===== src/hw/tmic_consts.svh =====
`ifndef TMIC_CONSTS_SVH
`define TMIC_CONSTS_SVH

// register byte offsets
`define TMIC_ADDR_START 8'h00
`define TMIC_ADDR_CTRL0 8'h04
`define TMIC_ADDR_CTRL1 8'h08
`define TMIC_ADDR_PINMODE 8'h0c
`define TMIC_ADDR_EDGE 8'h10
`define TMIC_ADDR_GPIO 8'h14
`define TMIC_ADDR_PINLVL 8'h18
`define TMIC_ADDR_STATUS 8'h1c
`define TMIC_ADDR_MASK 8'h20
`define TMIC_ADDR_CNT0 8'h24
`define TMIC_ADDR_CNT1 8'h28
`define TMIC_ADDR_GR_BASE 8'h40
`define TMIC_ADDR_GR_LAST 8'h5c

// pin mode field positions
`define TMIC_PM_FILT_LSB 8
`define TMIC_PM_OSC_TRIG 16
`define TMIC_PM_EXT_CLK 17
`define TMIC_PM_BUFC_LSB 18
// start register field positions
`define TMIC_ST_STOPEN_LSB 2

// count source codes
`define TMIC_CKS_DIV1 3'h0
`define TMIC_CKS_DIV2 3'h1
`define TMIC_CKS_DIV4 3'h2
`define TMIC_CKS_DIV8 3'h3
`define TMIC_CKS_DIV32 3'h4
`define TMIC_CKS_EXT 3'h5
`define TMIC_CKS_OSC40 3'h6

// counter clear codes
`define TMIC_CLR_FREE 3'h0
`define TMIC_CLR_CAP_A 3'h1
`define TMIC_CLR_CAP_B 3'h2
`define TMIC_CLR_CAP_C 3'h5
`define TMIC_CLR_CAP_D 3'h6

// edge select codes
`define TMIC_EDGE_RISE 2'h0
`define TMIC_EDGE_FALL 2'h1

// counter limits and reset values
`define TMIC_COUNT_MAX 16'hffff
`define TMIC_COUNT_CLEAR 16'h0000
`define TMIC_REG_RESET 32'h0000_0000

`endif


===== src/hw/tmic_pkg.sv =====
package tmic_pkg;

    // per-channel timer control word
    typedef struct packed {
        logic [2:0] clear_sel;
        logic [1:0] ext_edge;
        logic [2:0] clk_sel;
    } tmic_ctrl_type;

    // conditioned pin: accepted level and one-cycle edge pulses
    typedef struct packed {
        logic level;
        logic rise;
        logic fall;
    } tmic_pin_type;

    // latched ahb address phase
    typedef struct packed {
        logic valid;
        logic write;
        logic [7:0] addr;
    } tmic_ahb_req_type;

endpackage


===== src/hw/tmic_pin_cond.sv =====
`timescale 1ns/1ns
module tmic_pin_cond
    import tmic_pkg::*;
(
    input wire logic clk_in,
    input wire logic rst_n_in,
    input wire logic ce_in,
    input wire logic pin_in,
    input wire logic filter_en_in,
    output tmic_pin_type pin_out
);

    logic sync1;
    logic sync2;
    logic sync3;
    logic sync4;
    logic level;
    logic next_level;

    // ----------------------------------------
    // synchroniser and level acceptance
    // ----------------------------------------
    always_ff @(posedge clk_in or negedge rst_n_in) begin
        if (!rst_n_in) begin
            sync1 <= 1'b0;
            sync2 <= 1'b0;
            sync3 <= 1'b0;
            sync4 <= 1'b0;
        end else if (ce_in) begin
            sync1 <= pin_in;
            sync2 <= sync1;
            sync3 <= sync2;
            sync4 <= sync3;
        end
    end

    // filter adds a third agreeing sample before a level is taken
    always_comb begin
        next_level = level;
        if (sync2 == sync3 && (!filter_en_in || sync3 == sync4)) begin
            next_level = sync3;
        end
    end

    always_ff @(posedge clk_in or negedge rst_n_in) begin
        if (!rst_n_in) begin
            level <= 1'b0;
            pin_out <= '0;
        end else if (ce_in) begin
            level <= next_level;
            pin_out.level <= next_level;
            pin_out.rise <= next_level & ~level;
            pin_out.fall <= ~next_level & level;
        end
    end

endmodule


===== src/hw/tmic_channel.sv =====
`timescale 1ns/1ns
`include "tmic_consts.svh"
module tmic_channel
    import tmic_pkg::*;
(
    input wire logic clk_in,
    input wire logic rst_n_in,
    input wire logic ce_in,
    input wire logic tick_in,
    input wire logic run_in,
    input wire logic [2:0] clear_sel_in,
    input wire logic [3:0] cap_in,
    input wire logic buf_en_c_in,
    input wire logic load_in,
    input wire logic [15:0] load_value_in,
    output logic [15:0] count_out,
    output logic [63:0] gr_out,
    output logic ovf_out
);

    logic clear_hit;
    logic count_step;

    always_comb begin
        case (clear_sel_in)
            `TMIC_CLR_CAP_A: clear_hit = cap_in[0];
            `TMIC_CLR_CAP_B: clear_hit = cap_in[1];
            `TMIC_CLR_CAP_C: clear_hit = cap_in[2];
            `TMIC_CLR_CAP_D: clear_hit = cap_in[3];
            default: clear_hit = 1'b0;
        endcase
    end

    assign count_step = run_in & tick_in;

    // ----------------------------------------
    // up-counter
    // ----------------------------------------
    always_ff @(posedge clk_in or negedge rst_n_in) begin
        if (!rst_n_in) begin
            count_out <= `TMIC_COUNT_CLEAR;
            ovf_out <= 1'b0;
        end else if (ce_in) begin
            ovf_out <= count_step & ~load_in & ~(run_in & clear_hit)
                & (count_out == `TMIC_COUNT_MAX);
            if (load_in) begin
                count_out <= load_value_in;
            end else if (run_in && clear_hit) begin
                count_out <= `TMIC_COUNT_CLEAR;
            end else if (count_step) begin
                count_out <= count_out + 16'h0001;
            end
        end
    end

    // ----------------------------------------
    // general registers a..d
    // ----------------------------------------
    for (genvar j = 0; j < 4; j++) begin : g_gr
        always_ff @(posedge clk_in or negedge rst_n_in) begin
            if (!rst_n_in) begin
                gr_out[j*16 +: 16] <= `TMIC_COUNT_CLEAR;
            end else if (ce_in) begin
                if (j == 2 && buf_en_c_in) begin
                    if (cap_in[0]) begin
                        gr_out[j*16 +: 16] <= gr_out[15:0];
                    end
                end else if (cap_in[j]) begin
                    gr_out[j*16 +: 16] <= count_out;
                end
            end
        end
    end

endmodule


===== src/hw/tmic_top.sv =====
// The implementer's own choices: register access over AHB-Lite and the placing of the registers.
`timescale 1ns/1ns
`include "tmic_consts.svh"
module tmic_top
    import tmic_pkg::*;
(
    input wire logic REF_CLK_IN,
    input wire logic RST_N_IN,
    input wire logic CE_IN,
    input wire logic HSEL_IN,
    input wire logic [31:0] HADDR_IN,
    input wire logic [1:0] HTRANS_IN,
    input wire logic HWRITE_IN,
    input wire logic [2:0] HSIZE_IN,
    input wire logic [31:0] HWDATA_IN,
    input wire logic HREADY_IN,
    output logic [31:0] HRDATA_OUT,
    output logic HREADYOUT_OUT,
    output logic HRESP_OUT,
    input wire logic [7:0] CAPTURE_PIN_IN,
    output logic [7:0] CAPTURE_PIN_OUT,
    output logic [7:0] CAPTURE_PIN_OE_OUT,
    input wire logic OSC_DIV128_TRIGGER_IN,
    input wire logic FAST_OSC_40M_IN,
    output logic IRQ_OUT
);

    // ----------------------------------------
    // register state
    // ----------------------------------------
    logic [1:0] count_start;
    logic [1:0] stop_enable;
    tmic_ctrl_type ctrl [2];
    logic [7:0] cap_enable;
    logic [7:0] filter_enable;
    logic osc_trigger_sel;
    logic ext_clock_sel;
    logic [1:0] buffer_enable_c;
    logic [15:0] edge_sel;
    logic [7:0] gpio_value;
    logic [7:0] gpio_enable;
    logic [9:0] status;
    logic [9:0] mask;

    tmic_ahb_req_type req;
    logic addr_phase;
    logic wr_now;
    logic [31:0] read_word;

    tmic_pin_type pin_cond [8];
    tmic_pin_type osc128;
    tmic_pin_type osc40;
    logic [7:0] cap_evt;
    logic [7:0] chan_cap;
    logic [4:0] prescale;
    logic [1:0] tick;
    logic [1:0] ovf;
    logic [1:0] load;
    logic [15:0] count [2];
    logic [63:0] gr [2];
    logic [9:0] next_status;
    logic ext_tick;

    // ----------------------------------------
    // input conditioning
    // ----------------------------------------
    for (genvar p = 0; p < 8; p++) begin : g_pin
        tmic_pin_cond u_pin (
            .clk_in(REF_CLK_IN),
            .rst_n_in(RST_N_IN),
            .ce_in(CE_IN),
            .pin_in(CAPTURE_PIN_IN[p]),
            .filter_en_in(filter_enable[p]),
            .pin_out(pin_cond[p])
        );
    end

    tmic_pin_cond u_osc128 (
        .clk_in(REF_CLK_IN),
        .rst_n_in(RST_N_IN),
        .ce_in(CE_IN),
        .pin_in(OSC_DIV128_TRIGGER_IN),
        .filter_en_in(1'b0),
        .pin_out(osc128)
    );

    // a 40 MHz source sampled at 50 MHz: ticks are counted but can merge
    tmic_pin_cond u_osc40 (
        .clk_in(REF_CLK_IN),
        .rst_n_in(RST_N_IN),
        .ce_in(CE_IN),
        .pin_in(FAST_OSC_40M_IN),
        .filter_en_in(1'b0),
        .pin_out(osc40)
    );

    // ----------------------------------------
    // capture events
    // ----------------------------------------
    function automatic logic edge_hit(input tmic_pin_type pin, input logic [1:0] sel);
        logic hit;
        case (sel)
            `TMIC_EDGE_RISE: hit = pin.rise;
            `TMIC_EDGE_FALL: hit = pin.fall;
            default: hit = pin.rise | pin.fall;
        endcase
        return hit;
    endfunction

    always_comb begin
        for (int p = 0; p < 8; p++) begin
            cap_evt[p] = cap_enable[p] & edge_hit(pin_cond[p], edge_sel[p*2 +: 2]);
        end
        cap_evt[0] = ~ext_clock_sel & cap_enable[0]
            & edge_hit(pin_cond[0], edge_sel[1:0]);
        chan_cap = cap_evt;
        if (osc_trigger_sel) begin
            chan_cap[0] = osc128.rise;
        end
    end

    // ----------------------------------------
    // count source selection
    // ----------------------------------------
    always_ff @(posedge REF_CLK_IN or negedge RST_N_IN) begin
        if (!RST_N_IN) begin
            prescale <= 5'h00;
        end else if (CE_IN) begin
            prescale <= prescale + 5'h01;
        end
    end

    assign ext_tick = ext_clock_sel & edge_hit(pin_cond[0], ctrl[0].ext_edge);

    always_comb begin
        for (int i = 0; i < 2; i++) begin
            case (ctrl[i].clk_sel)
                `TMIC_CKS_DIV1: tick[i] = 1'b1;
                `TMIC_CKS_DIV2: tick[i] = prescale[0];
                `TMIC_CKS_DIV4: tick[i] = &prescale[1:0];
                `TMIC_CKS_DIV8: tick[i] = &prescale[2:0];
                `TMIC_CKS_DIV32: tick[i] = &prescale[4:0];
                `TMIC_CKS_EXT: tick[i] = ext_tick;
                `TMIC_CKS_OSC40: tick[i] = osc40.rise;
                default: tick[i] = 1'b0;
            endcase
        end
    end

    // ----------------------------------------
    // timer channels
    // ----------------------------------------
    for (genvar i = 0; i < 2; i++) begin : g_chan
        tmic_channel u_chan (
            .clk_in(REF_CLK_IN),
            .rst_n_in(RST_N_IN),
            .ce_in(CE_IN),
            .tick_in(tick[i]),
            .run_in(count_start[i]),
            .clear_sel_in(ctrl[i].clear_sel),
            .cap_in(chan_cap[i*4 +: 4]),
            .buf_en_c_in(buffer_enable_c[i]),
            .load_in(load[i]),
            .load_value_in(HWDATA_IN[15:0]),
            .count_out(count[i]),
            .gr_out(gr[i]),
            .ovf_out(ovf[i])
        );
    end

    // ----------------------------------------
    // ahb-lite slave
    // ----------------------------------------
    assign addr_phase = HSEL_IN & HTRANS_IN[1] & HREADY_IN;
    assign wr_now = req.valid & req.write;
    assign HREADYOUT_OUT = 1'b1;
    assign HRESP_OUT = 1'b0;

    always_comb begin
        for (int i = 0; i < 2; i++) begin
            load[i] = wr_now && req.addr == (i == 0 ? `TMIC_ADDR_CNT0 : `TMIC_ADDR_CNT1);
        end
    end

    always_ff @(posedge REF_CLK_IN or negedge RST_N_IN) begin
        if (!RST_N_IN) begin
            req <= '0;
        end else if (CE_IN) begin
            if (HREADY_IN) begin
                req.valid <= addr_phase;
                req.write <= HWRITE_IN;
                req.addr <= HADDR_IN[7:0];
            end
        end
    end

    always_comb begin
        read_word = `TMIC_REG_RESET;
        case (HADDR_IN[7:0])
            `TMIC_ADDR_START: read_word[3:0] = {stop_enable, count_start};
            `TMIC_ADDR_CTRL0: read_word[7:0] = ctrl[0];
            `TMIC_ADDR_CTRL1: read_word[7:0] = ctrl[1];
            `TMIC_ADDR_PINMODE: read_word[19:0] = {buffer_enable_c, ext_clock_sel,
                osc_trigger_sel, filter_enable, cap_enable};
            `TMIC_ADDR_EDGE: read_word[15:0] = edge_sel;
            `TMIC_ADDR_GPIO: read_word[15:0] = {gpio_enable, gpio_value};
            `TMIC_ADDR_PINLVL: begin
                for (int p = 0; p < 8; p++) begin
                    read_word[p] = pin_cond[p].level;
                end
            end
            `TMIC_ADDR_STATUS: read_word[9:0] = status;
            `TMIC_ADDR_MASK: read_word[9:0] = mask;
            `TMIC_ADDR_CNT0: read_word[15:0] = count[0];
            `TMIC_ADDR_CNT1: read_word[15:0] = count[1];
            default: begin
                if (HADDR_IN[7:0] >= `TMIC_ADDR_GR_BASE && HADDR_IN[7:0] <= `TMIC_ADDR_GR_LAST) begin
                    read_word[15:0] = HADDR_IN[4] ? gr[1][HADDR_IN[3:2]*16 +: 16]
                                                  : gr[0][HADDR_IN[3:2]*16 +: 16];
                end
            end
        endcase
    end

    // read data is taken in the address phase and shown in the data phase
    always_ff @(posedge REF_CLK_IN or negedge RST_N_IN) begin
        if (!RST_N_IN) begin
            HRDATA_OUT <= `TMIC_REG_RESET;
        end else if (CE_IN) begin
            if (addr_phase && !HWRITE_IN) begin
                HRDATA_OUT <= read_word;
            end
        end
    end

    // ----------------------------------------
    // start and stop control
    // ----------------------------------------
    always_ff @(posedge REF_CLK_IN or negedge RST_N_IN) begin
        if (!RST_N_IN) begin
            count_start <= 2'h0;
            stop_enable <= 2'h0;
        end else if (CE_IN) begin
            if (wr_now && req.addr == `TMIC_ADDR_START) begin
                stop_enable <= HWDATA_IN[`TMIC_ST_STOPEN_LSB +: 2];
                for (int i = 0; i < 2; i++) begin
                    if (HWDATA_IN[i]) begin
                        count_start[i] <= 1'b1;
                    end else if (HWDATA_IN[`TMIC_ST_STOPEN_LSB + i]) begin
                        count_start[i] <= 1'b0;
                    end
                end
            end
        end
    end

    // ----------------------------------------
    // configuration registers
    // ----------------------------------------
    always_ff @(posedge REF_CLK_IN or negedge RST_N_IN) begin
        if (!RST_N_IN) begin
            ctrl[0] <= '0;
            ctrl[1] <= '0;
            cap_enable <= 8'h00;
            filter_enable <= 8'h00;
            osc_trigger_sel <= 1'b0;
            ext_clock_sel <= 1'b0;
            buffer_enable_c <= 2'h0;
            edge_sel <= 16'h0000;
            gpio_value <= 8'h00;
            gpio_enable <= 8'h00;
            mask <= 10'h000;
        end else if (CE_IN && wr_now) begin
            case (req.addr)
                `TMIC_ADDR_CTRL0: ctrl[0] <= HWDATA_IN[7:0];
                `TMIC_ADDR_CTRL1: ctrl[1] <= HWDATA_IN[7:0];
                `TMIC_ADDR_PINMODE: begin
                    cap_enable <= HWDATA_IN[7:0];
                    filter_enable <= HWDATA_IN[`TMIC_PM_FILT_LSB +: 8];
                    osc_trigger_sel <= HWDATA_IN[`TMIC_PM_OSC_TRIG];
                    ext_clock_sel <= HWDATA_IN[`TMIC_PM_EXT_CLK];
                    buffer_enable_c <= HWDATA_IN[`TMIC_PM_BUFC_LSB +: 2];
                end
                `TMIC_ADDR_EDGE: edge_sel <= HWDATA_IN[15:0];
                `TMIC_ADDR_GPIO: begin
                    gpio_value <= HWDATA_IN[7:0];
                    gpio_enable <= HWDATA_IN[15:8];
                end
                `TMIC_ADDR_MASK: mask <= HWDATA_IN[9:0];
                default: begin
                end
            endcase
        end
    end

    // ----------------------------------------
    // general port drive
    // ----------------------------------------
    // a pin in capture or count-clock use is never driven
    always_ff @(posedge REF_CLK_IN or negedge RST_N_IN) begin
        if (!RST_N_IN) begin
            CAPTURE_PIN_OUT <= 8'h00;
            CAPTURE_PIN_OE_OUT <= 8'h00;
        end else if (CE_IN) begin
            CAPTURE_PIN_OUT <= gpio_value;
            CAPTURE_PIN_OE_OUT <= gpio_enable & ~cap_enable
                & ~{7'h00, ext_clock_sel};
        end
    end

    // ----------------------------------------
    // status flags and interrupt
    // ----------------------------------------
    // a new event in the clearing cycle keeps its flag
    always_comb begin
        next_status = status;
        if (wr_now && req.addr == `TMIC_ADDR_STATUS) begin
            next_status = status & ~HWDATA_IN[9:0];
        end
        next_status = next_status | {ovf, chan_cap};
    end

    always_ff @(posedge REF_CLK_IN or negedge RST_N_IN) begin
        if (!RST_N_IN) begin
            status <= 10'h000;
        end else if (CE_IN) begin
            status <= next_status;
        end
    end

    always_ff @(posedge REF_CLK_IN or negedge RST_N_IN) begin
        if (!RST_N_IN) begin
            IRQ_OUT <= 1'b0;
        end else if (CE_IN) begin
            IRQ_OUT <= |(next_status & mask);
        end
    end

endmodule


===== config.mk =====
export PLATFORM = sky130hd
export DESIGN_NAME = tmic_top
export DESIGN_NICKNAME = d
export VERILOG_FILES = /design/src/hw/tmic_pkg.sv /design/src/hw/tmic_pin_cond.sv /design/src/hw/tmic_channel.sv /design/src/hw/tmic_top.sv
export VERILOG_INCLUDE_DIRS = /design/src /design/src/hw
export SDC_FILE = /design/constraint.sdc
export NUM_CORES = 1
export LEC_CHECK = 0
export CAP_MARGIN = 20
export CORE_MARGIN = 1
export CORE_UTILIZATION = 25
export DETAILED_ROUTE_END_ITERATION = 16
export DONT_BUFFER_PORTS = 1
export GPL_TIMING_DRIVEN = 0
export PLACE_DENSITY_LB_ADDON = 0.08
export SYNTH_ARGS = -nofsm -noshare
export SYNTH_HDL_FRONTEND = slang
export SYNTH_SLANG_ARGS = --single-unit

===== constraint.sdc =====
create_clock -name REF_CLK_IN -period 3.35 [get_ports REF_CLK_IN]
set_clock_uncertainty 0.2 [all_clocks]
set_input_delay 0.335 -clock REF_CLK_IN [delete_from_list [all_inputs] [get_ports REF_CLK_IN]]
set_output_delay 0.335 -clock REF_CLK_IN [all_outputs]
set_load 0.02 [all_outputs]

==> results.md, run 1 <==
- Min cycle time layout: 3270 ps
- Placed wire-length estimate after detailed placement: 53800 um
- Reg-to-reg startpoint: g_pin[0].u_pin.pin_out[0]
- Leading cell type by number of instances after synthesis: sky130_fd_sc_hd__dfrtp_1
- Clock network latency to the later pin of the worst-skew pair: 600 ps
- Sequential area share after synthesis: 50.2%
- Final instance area: 21800 sq um
- Maximum vdd ir drop: 327 uV
- GRT Total Usage: 20.0%
- Worst reg2reg endpoint: g_chan[0].u_chan.gr_out[14]
- Htree depth: 2
- Synthesis-to-layout area growth: 17.3%
- Weighted congestion at the end of routability-driven global placement: 0.865
- Post-Syn Area: 18600 sq um
- Synth cell count leaders: 372 x sky130_fd_sc_hd__dfrtp_1, 235 x sky130_fd_sc_hd__mux2_2, 101 x sky130_fd_sc_hd__nand2_1
- Critical Path Source Type: input pin
- HP Class: in -> async
- Worst setup path category: in -> reg
- Number of enable-type register cells in the synthesized netlist: 0
- Outcome: finished, violations left
- Post-synth cell types: 74
- Share of post-route cells with drive strength above 1: 23.8%
- Critical path required time: 3600 ps
- Clock Tree Root: sky130_fd_sc_hd__clkbuf_16
- Most used flip-flop cell after synthesis: sky130_fd_sc_hd__dfrtp_1
- Register bit count reported by yosys: 372
- Mean routed wirelength per cell: 27.6 um
- Least-Margin Pin Slew: 1230 ps
- DRC marker count from the first detailed-route iteration: 1014
- Reported leakage power: 0.00931 uW
- Routed wire length: 75000 um
- Unrepaired setup endpoints after global routing: false
- Number of inserted diodes: 0
- Max-slew violation count: 0
- Via density per instance: 5.12
- Most area-hungry cell type in the Yosys netlist: sky130_fd_sc_hd__dfrtp_1
- Cell area reported after detailed placement: 19900 sq um
- Dominant cells by area after synthesis: sky130_fd_sc_hd__dfrtp_1 50%, sky130_fd_sc_hd__mux2_2 14%, sky130_fd_sc_hd__mux4_2 4.6%
- Finish-stage setup viols: 0
- CTS Hold Bufs: 30
- Fraction of the cycle the final worst path needs: 97.8%
- Remaining global-route overflow: 0
- TritonRoute pass-1 iters: 11
- Max-cap viol count: 0
- Initial antenna violation count: 0
- Max_slew headroom: 18.2%
- Fmax: 305 MHz
- Vias in the first global route: 14100
- PnR worst setup slack: 75.3 ps
- Die Span Y: 274 um
- Mapped Cells: 1623
- Number of port buffers: 0
- Initial core utilization: 25.3%
- Residual antenna-violating net count after detailed routing: 0
- Async set or reset register ratio after synthesis: 100%
- Number of synthesis warnings: 0
- Worst slack, placed: -866 ps
- Type of destination of the critical path: register
- Crit path max fanout: 10
- DIE AREA: 75300 sq um
- Die width: 274 um
- Area of the core: 73200 sq um
- Routed vias: 13900
- Setup slack, reg-to-reg: 160 ps
- Pin count of the biggest net entering global routing: 373
- Number of endpoints with negative hold slack in the final report: 372
- Num Clock Sinks: 372
- Arrival @ worst endpoint: 3520 ps
- Layout Nets: 1817
- Hold Slack: -724 ps
- Io pins: 136
- DRC violation count after routing: 3
- CTS buffer count: 48
- Placement row count: 99
- Total power density per cell area: 516 nW/um^2
- Mean post-synth cell area: 11.4 sq um
- Share of Yosys cell area claimed by the top area cell type: 50.2%
- Global-route wire length before repair: 108000 um
- Maximum root-to-sink buffer count: 3
- Violations in the final reports: DRC, hold timing
- CTS tree: built
- Clock-pin transition on the worst setup and hold timing paths: 60 ps
- R2r worst-path depth: 6
layer usage:
layer / global-route usage, % / routed length, um / part of all wire (%)
met1: 26.9 / 34000 / 45
met2: 33.7 / 36100 / 48
met3: 3.00 / 3240 / 4.3
met4: 4.74 / 1690 / 2.3
met5: 0 / 0 / 0
timing repair:
action                     in CTS  in global routing
pin swaps                       0                  1
hold endpoints to repair      436                372
resized for setup               6                 10
buffers inserted                0                  3
setup endpoints to repair      54                 23
through the flow:
stage	util [%]	std cells	power (uW)	hold slack (ps)	TNS (ps)
final	29.7	2722	11200	-724	0
after global routing	29.7	2722	11700	-749	0
after CTS	29.7	2718	11400	-754	0
after detailed placement	27.2	2602	6200	-116	-18500
after global placement	27.0	2594	6170	-117	-40830
after floorplan	-	1635	5800	-161	0
worst max-delay path, cell delays in order:
cell and delay, ps:
sky130_fd_sc_hd__buf_2 280, sky130_fd_sc_hd__buf_2 480, sky130_fd_sc_hd__buf_1 800, sky130_fd_sc_hd__mux4_2 410, sky130_fd_sc_hd__mux2i_1 480, sky130_fd_sc_hd__nor2_1 90
sky130_fd_sc_hd__a211oi_1 480, sky130_fd_sc_hd__a21oi_1 140
power breakdown:
part	internal (uW)	switching, uW
sequential	4800	400
combinational	421	543
clock	2980	2080
total	8210	3020
registers in the layout, indices dropped and copies added (netlist names), 10 cells and up:
signal,cells
mask,10
HRDATA_OUT,20
g_chan.u_chan.count_out,32
g_pin.u_pin.pin_out,23
status,10
req,10
edge_sel,16
ctrl,16
g_chan.u_chan.gr_out,128
logic make-up after synthesis:
group                      Yosys count  share of synthesized area, %
adders and majority gates            5                         0.337
DFF                                372                          50.2
xor gates and xnor gates             2                        0.0944
AOI/OAI and AO/OA                  360                          13.0
and+or+nand+nor                    365                          9.93
muxes                              338                          22.4
other                                2                        0.0405
buffers and inverters              179                          4.06
cell type report:
type	count	area [sq um]
Timing Repair Buffer	42	412
Multi-Input combinational cell	1084	8560
Clock buffer	78	1440
Inverter	45	169
Sequential cell	372	9310
Buffer	134	607
Fill cell	7536	51400
Clock inverter	8	72.6
Tap cell	959	1200
how the worst max path moves through the flow:
stage / start / endpoint / slack [ps] / cells after the start
finish: HADDR_IN[4] / HRDATA_OUT[8] / 80 / 8
detailed placement: HADDR_IN[2] / HRDATA_OUT[8] / -870 / 8
floorplan: prescale[0] / g_chan[0].u_chan.count_out[12] / 690 / 10
global placement: prescale[0] / g_chan[0].u_chan.count_out[11] / -1220 / 10
CTS: edge_sel[4] / g_chan[0].u_chan.gr_out[45] / 30 / 6
global route: HADDR_IN[4] / HRDATA_OUT[8] / 20 / 8
cell usage in the layout, fill, tap and decap left out, drive strengths merged, types with 8 or more instances in the layout:
cell type	count
nor2b	18
nand4	17
inv	47
or2	8
clkbuf	169
o21ai	74
a22o	42
nand3	33
mux4	38
mux2	235
nor3	24
o211ai	9
nand2	101
o31ai	13
a22oi	20
o2bb2ai	9
dfrtp	372
o22ai	18
dlygate4sd3	30
a21boi	8
a21oi	86
buf	53
and3	16
conb	14
a211oi	17
nor2	97
mux2i	65
Note: power is estimated with default switching activity, not from simulation.
==> run 2: changes to the inputs <==
--- a/config.mk
+++ b/config.mk
@@ -8,2 +8,3 @@
 export LEC_CHECK = 0
+export BUFFER_PORTS_ARGS = -buffer_cell sky130_fd_sc_hd__clkbuf_2
 export CAP_MARGIN = 20
@@ -12,3 +13,3 @@
 export DETAILED_ROUTE_END_ITERATION = 16
-export DONT_BUFFER_PORTS = 1
+export GPL_ROUTABILITY_DRIVEN = 0
 export GPL_TIMING_DRIVEN = 0
==> constraint.sdc (replaced) <==
create_clock -name REF_CLK_IN -period 3.35 [get_ports REF_CLK_IN]
set_clock_uncertainty 0.2 [all_clocks]
set_input_delay 0.1675 -clock REF_CLK_IN [delete_from_list [all_inputs] [get_ports REF_CLK_IN]]
set_output_delay 0.1675 -clock REF_CLK_IN [all_outputs]
set_load 0.02 [all_outputs]
==> run 2 against run 1 <==
Net effect:
- sequential share of layout area fell by 1.1 points
- largest power group is now the clock network
- largest cell class unchanged
- non-clock buffer count increased by 84
- worst hold slack improved by 740 ps
- the flow finishes with violations (DRC)
==> results.md, run 2 (synthesis results as in run 1) <==
- Outcome: finished, violations left
- Violations in the final reports: DRC
- Num Clock Sinks: 372
- Initial antenna violation count: 2
- Fmax: 310 MHz
- Remaining global-route overflow: 0
- Pin count of the biggest net entering global routing: 106
- Routed vias: 14100
- DIE AREA: 75300 sq um
- Flip-flop count of the largest register after layout: 128
- Total power density per cell area: 515 nW/um^2
- Placed wire-length estimate after detailed placement: 54400 um
- Final instance area: 22400 sq um
- Htree depth: 2
- Least-Margin Pin Slew: 1090 ps
- Mean routed wirelength per cell: 26.6 um
- HP Class: in -> async
- Die Span Y: 274 um
- Initial core utilization: 25.3%
- Worst slack, placed: -748 ps
- DRC marker count from the first detailed-route iteration: 956
- Crit path max fanout: 10
- CTS buffer count: 47
- Finish-stage setup viols: 0
- CTS tree: built
- Residual antenna-violating net count after detailed routing: 0
- Clock Tree Root: sky130_fd_sc_hd__clkbuf_16
- Reported leakage power: 0.00973 uW
- Critical Path Source Type: register
- Io pins: 136
- Combined area of the multi-input logic cells: 8560 sq um
- Area occupied by registers: 9310 sq um
- Hold Slack: 18.3 ps
- Synthesis-to-layout area growth: 20.6%
- Number of inserted diodes: 0
- Placement row count: 99
- Largest registers: g_chan.u_chan.gr_out: 128 flops, g_chan.u_chan.count_out: 32 flops, g_pin.u_pin.pin_out: 23 flops
- P_sw: 3120 uW
- PnR worst setup slack: 128 ps
- Die width: 274 um
- Min cycle time layout: 3220 ps
- Type of destination of the critical path: register
- Clock-pin transition on the worst setup and hold timing paths: 60 ps
- Area of the core: 73200 sq um
- Final-layout setup total negative slack: 0 ps
- Layout Nets: 1900
- Fraction of the cycle the final worst path needs: 96.2%
- Arrival @ worst endpoint: 3480 ps
- Top reg by flops: g_chan.u_chan.gr_out
- Max_slew headroom: 26.5%
- Share of post-route cells with drive strength above 1: 27.0%
- Unrepaired setup endpoints after global routing: false
- Combinational Power Share: 10.7%
- Leading cell type in the layout, fill and taps excluded: sky130_fd_sc_hd__dfrtp_1
- Number of port buffers: 72
- Max-slew violation count: 0
- Max-cap viol count: 0
- Vias in the first global route: 14500
- Worst setup path category: reg -> reg
- Maximum root-to-sink buffer count: 3
- Layout filler cell count: 7570
- Routed wire length: 74600 um
- Maximum vdd ir drop: 390 uV
- DRC violation count after routing: 2
- Cell area reported after detailed placement: 20400 sq um
- GRT Total Usage: 20.2%
- Internal Power: 8400 uW
- Via density per instance: 5.05
- Commonest cells after routing, fill and taps aside: 372 x sky130_fd_sc_hd__dfrtp_1, 235 x sky130_fd_sc_hd__mux2_2, 101 x sky130_fd_sc_hd__nand2_1
- Post-route core utilization: 30.5%
- Global-route wire length before repair: 108000 um
- Critical path required time: 3610 ps
- Switching share of power: 27.1%
- Number of endpoints with negative hold slack in the final report: 0
- TritonRoute pass-1 iters: 11
- Share of total power in sequential cells: 44.5%
- Clock group share of total power: 44.9%
- Clock network latency to the later pin of the worst-skew pair: 600 ps
==> run 2: area by class of cell <==
cell class                 count  area share (%)
buffer                       134            2.71
clock buffer                  73            6.33
clock inverter                 8           0.582
inverter                      45           0.755
multi-input combinational   1084            38.3
sequential                   372            41.6
tap                          959            5.37
timing repair buffer         126            4.38
==> run 2: through the flow <==
stage          power (uW)  cells
6_report            11500   2801
5_1_grt             12000   2801
3_3_place_gp         6370   2666
3_5_place_dp         6410   2678
2_1_floorplan        5800   1635
4_1_cts             11700   2796
==> run 2: what timing repair did <==
item	4_1_cts	5_1_grt
pin swaps	0	2
hold buffers	37	0
setup endpoints to repair	48	38
gates resized for setup	5	14
buffers inserted	0	3
endpoints found under the hold margin	143	0
==> run 2: final timing paths <==
check	start	slack, ps	cells after the start	to
setup / recovery	g_pin[0].u_pin.pin_out[0]	130	6	g_chan[0].u_chan.gr_out[14]
hold / removal	RST_N_IN	20	2	g_chan[1].u_chan.gr_out[19]
setup reg to reg	g_pin[0].u_pin.pin_out[0]	130	6	g_chan[0].u_chan.gr_out[14]
hold reg to reg	g_chan[0].u_chan.gr_out[43]	280	2	g_chan[0].u_chan.gr_out[43]
max in group asynchronous	RST_N_IN	1870	3	g_pin[2].u_pin.sync2
min in group REF_CLK_IN	HWDATA_IN[7]	30	3	g_chan[1].u_chan.count_out[7]
==> run 2: critical path: stages, from the launching register on <==
cell and delay [ps]:
sky130_fd_sc_hd__dfrtp_1 430, sky130_fd_sc_hd__or3b_1 420, sky130_fd_sc_hd__o211ai_1 140, sky130_fd_sc_hd__nand2_1 160
sky130_fd_sc_hd__nand2_1 510, sky130_fd_sc_hd__clkbuf_1 790, sky130_fd_sc_hd__mux2_2 420
==> run 2: per-layer routing <==
layer / routed length, um / up-vias / GRT usage (%)
met2: 36200 / 308 / 33.7
met4: 2150 / 2 / 5.80
met5: 12 / - / 0
li1: - / 6331 / -
met3: 2370 / 102 / 2.15
met1: 33900 / 7393 / 27.4
==> run 2: power by group through the flow <==
| stage | Sequential (uW) | Combinational, uW | Clock, uW |
|---|---|---|---|
| final | 5120 | 1230 | 5170 |
| after global routing | 5170 | 1350 | 5520 |
| after CTS | 5120 | 1240 | 5330 |
| after detailed placement | 5200 | 1200 | 0 |
| after global placement | 5200 | 1170 | 0 |
| after floorplan | 5130 | 669 | 0 |
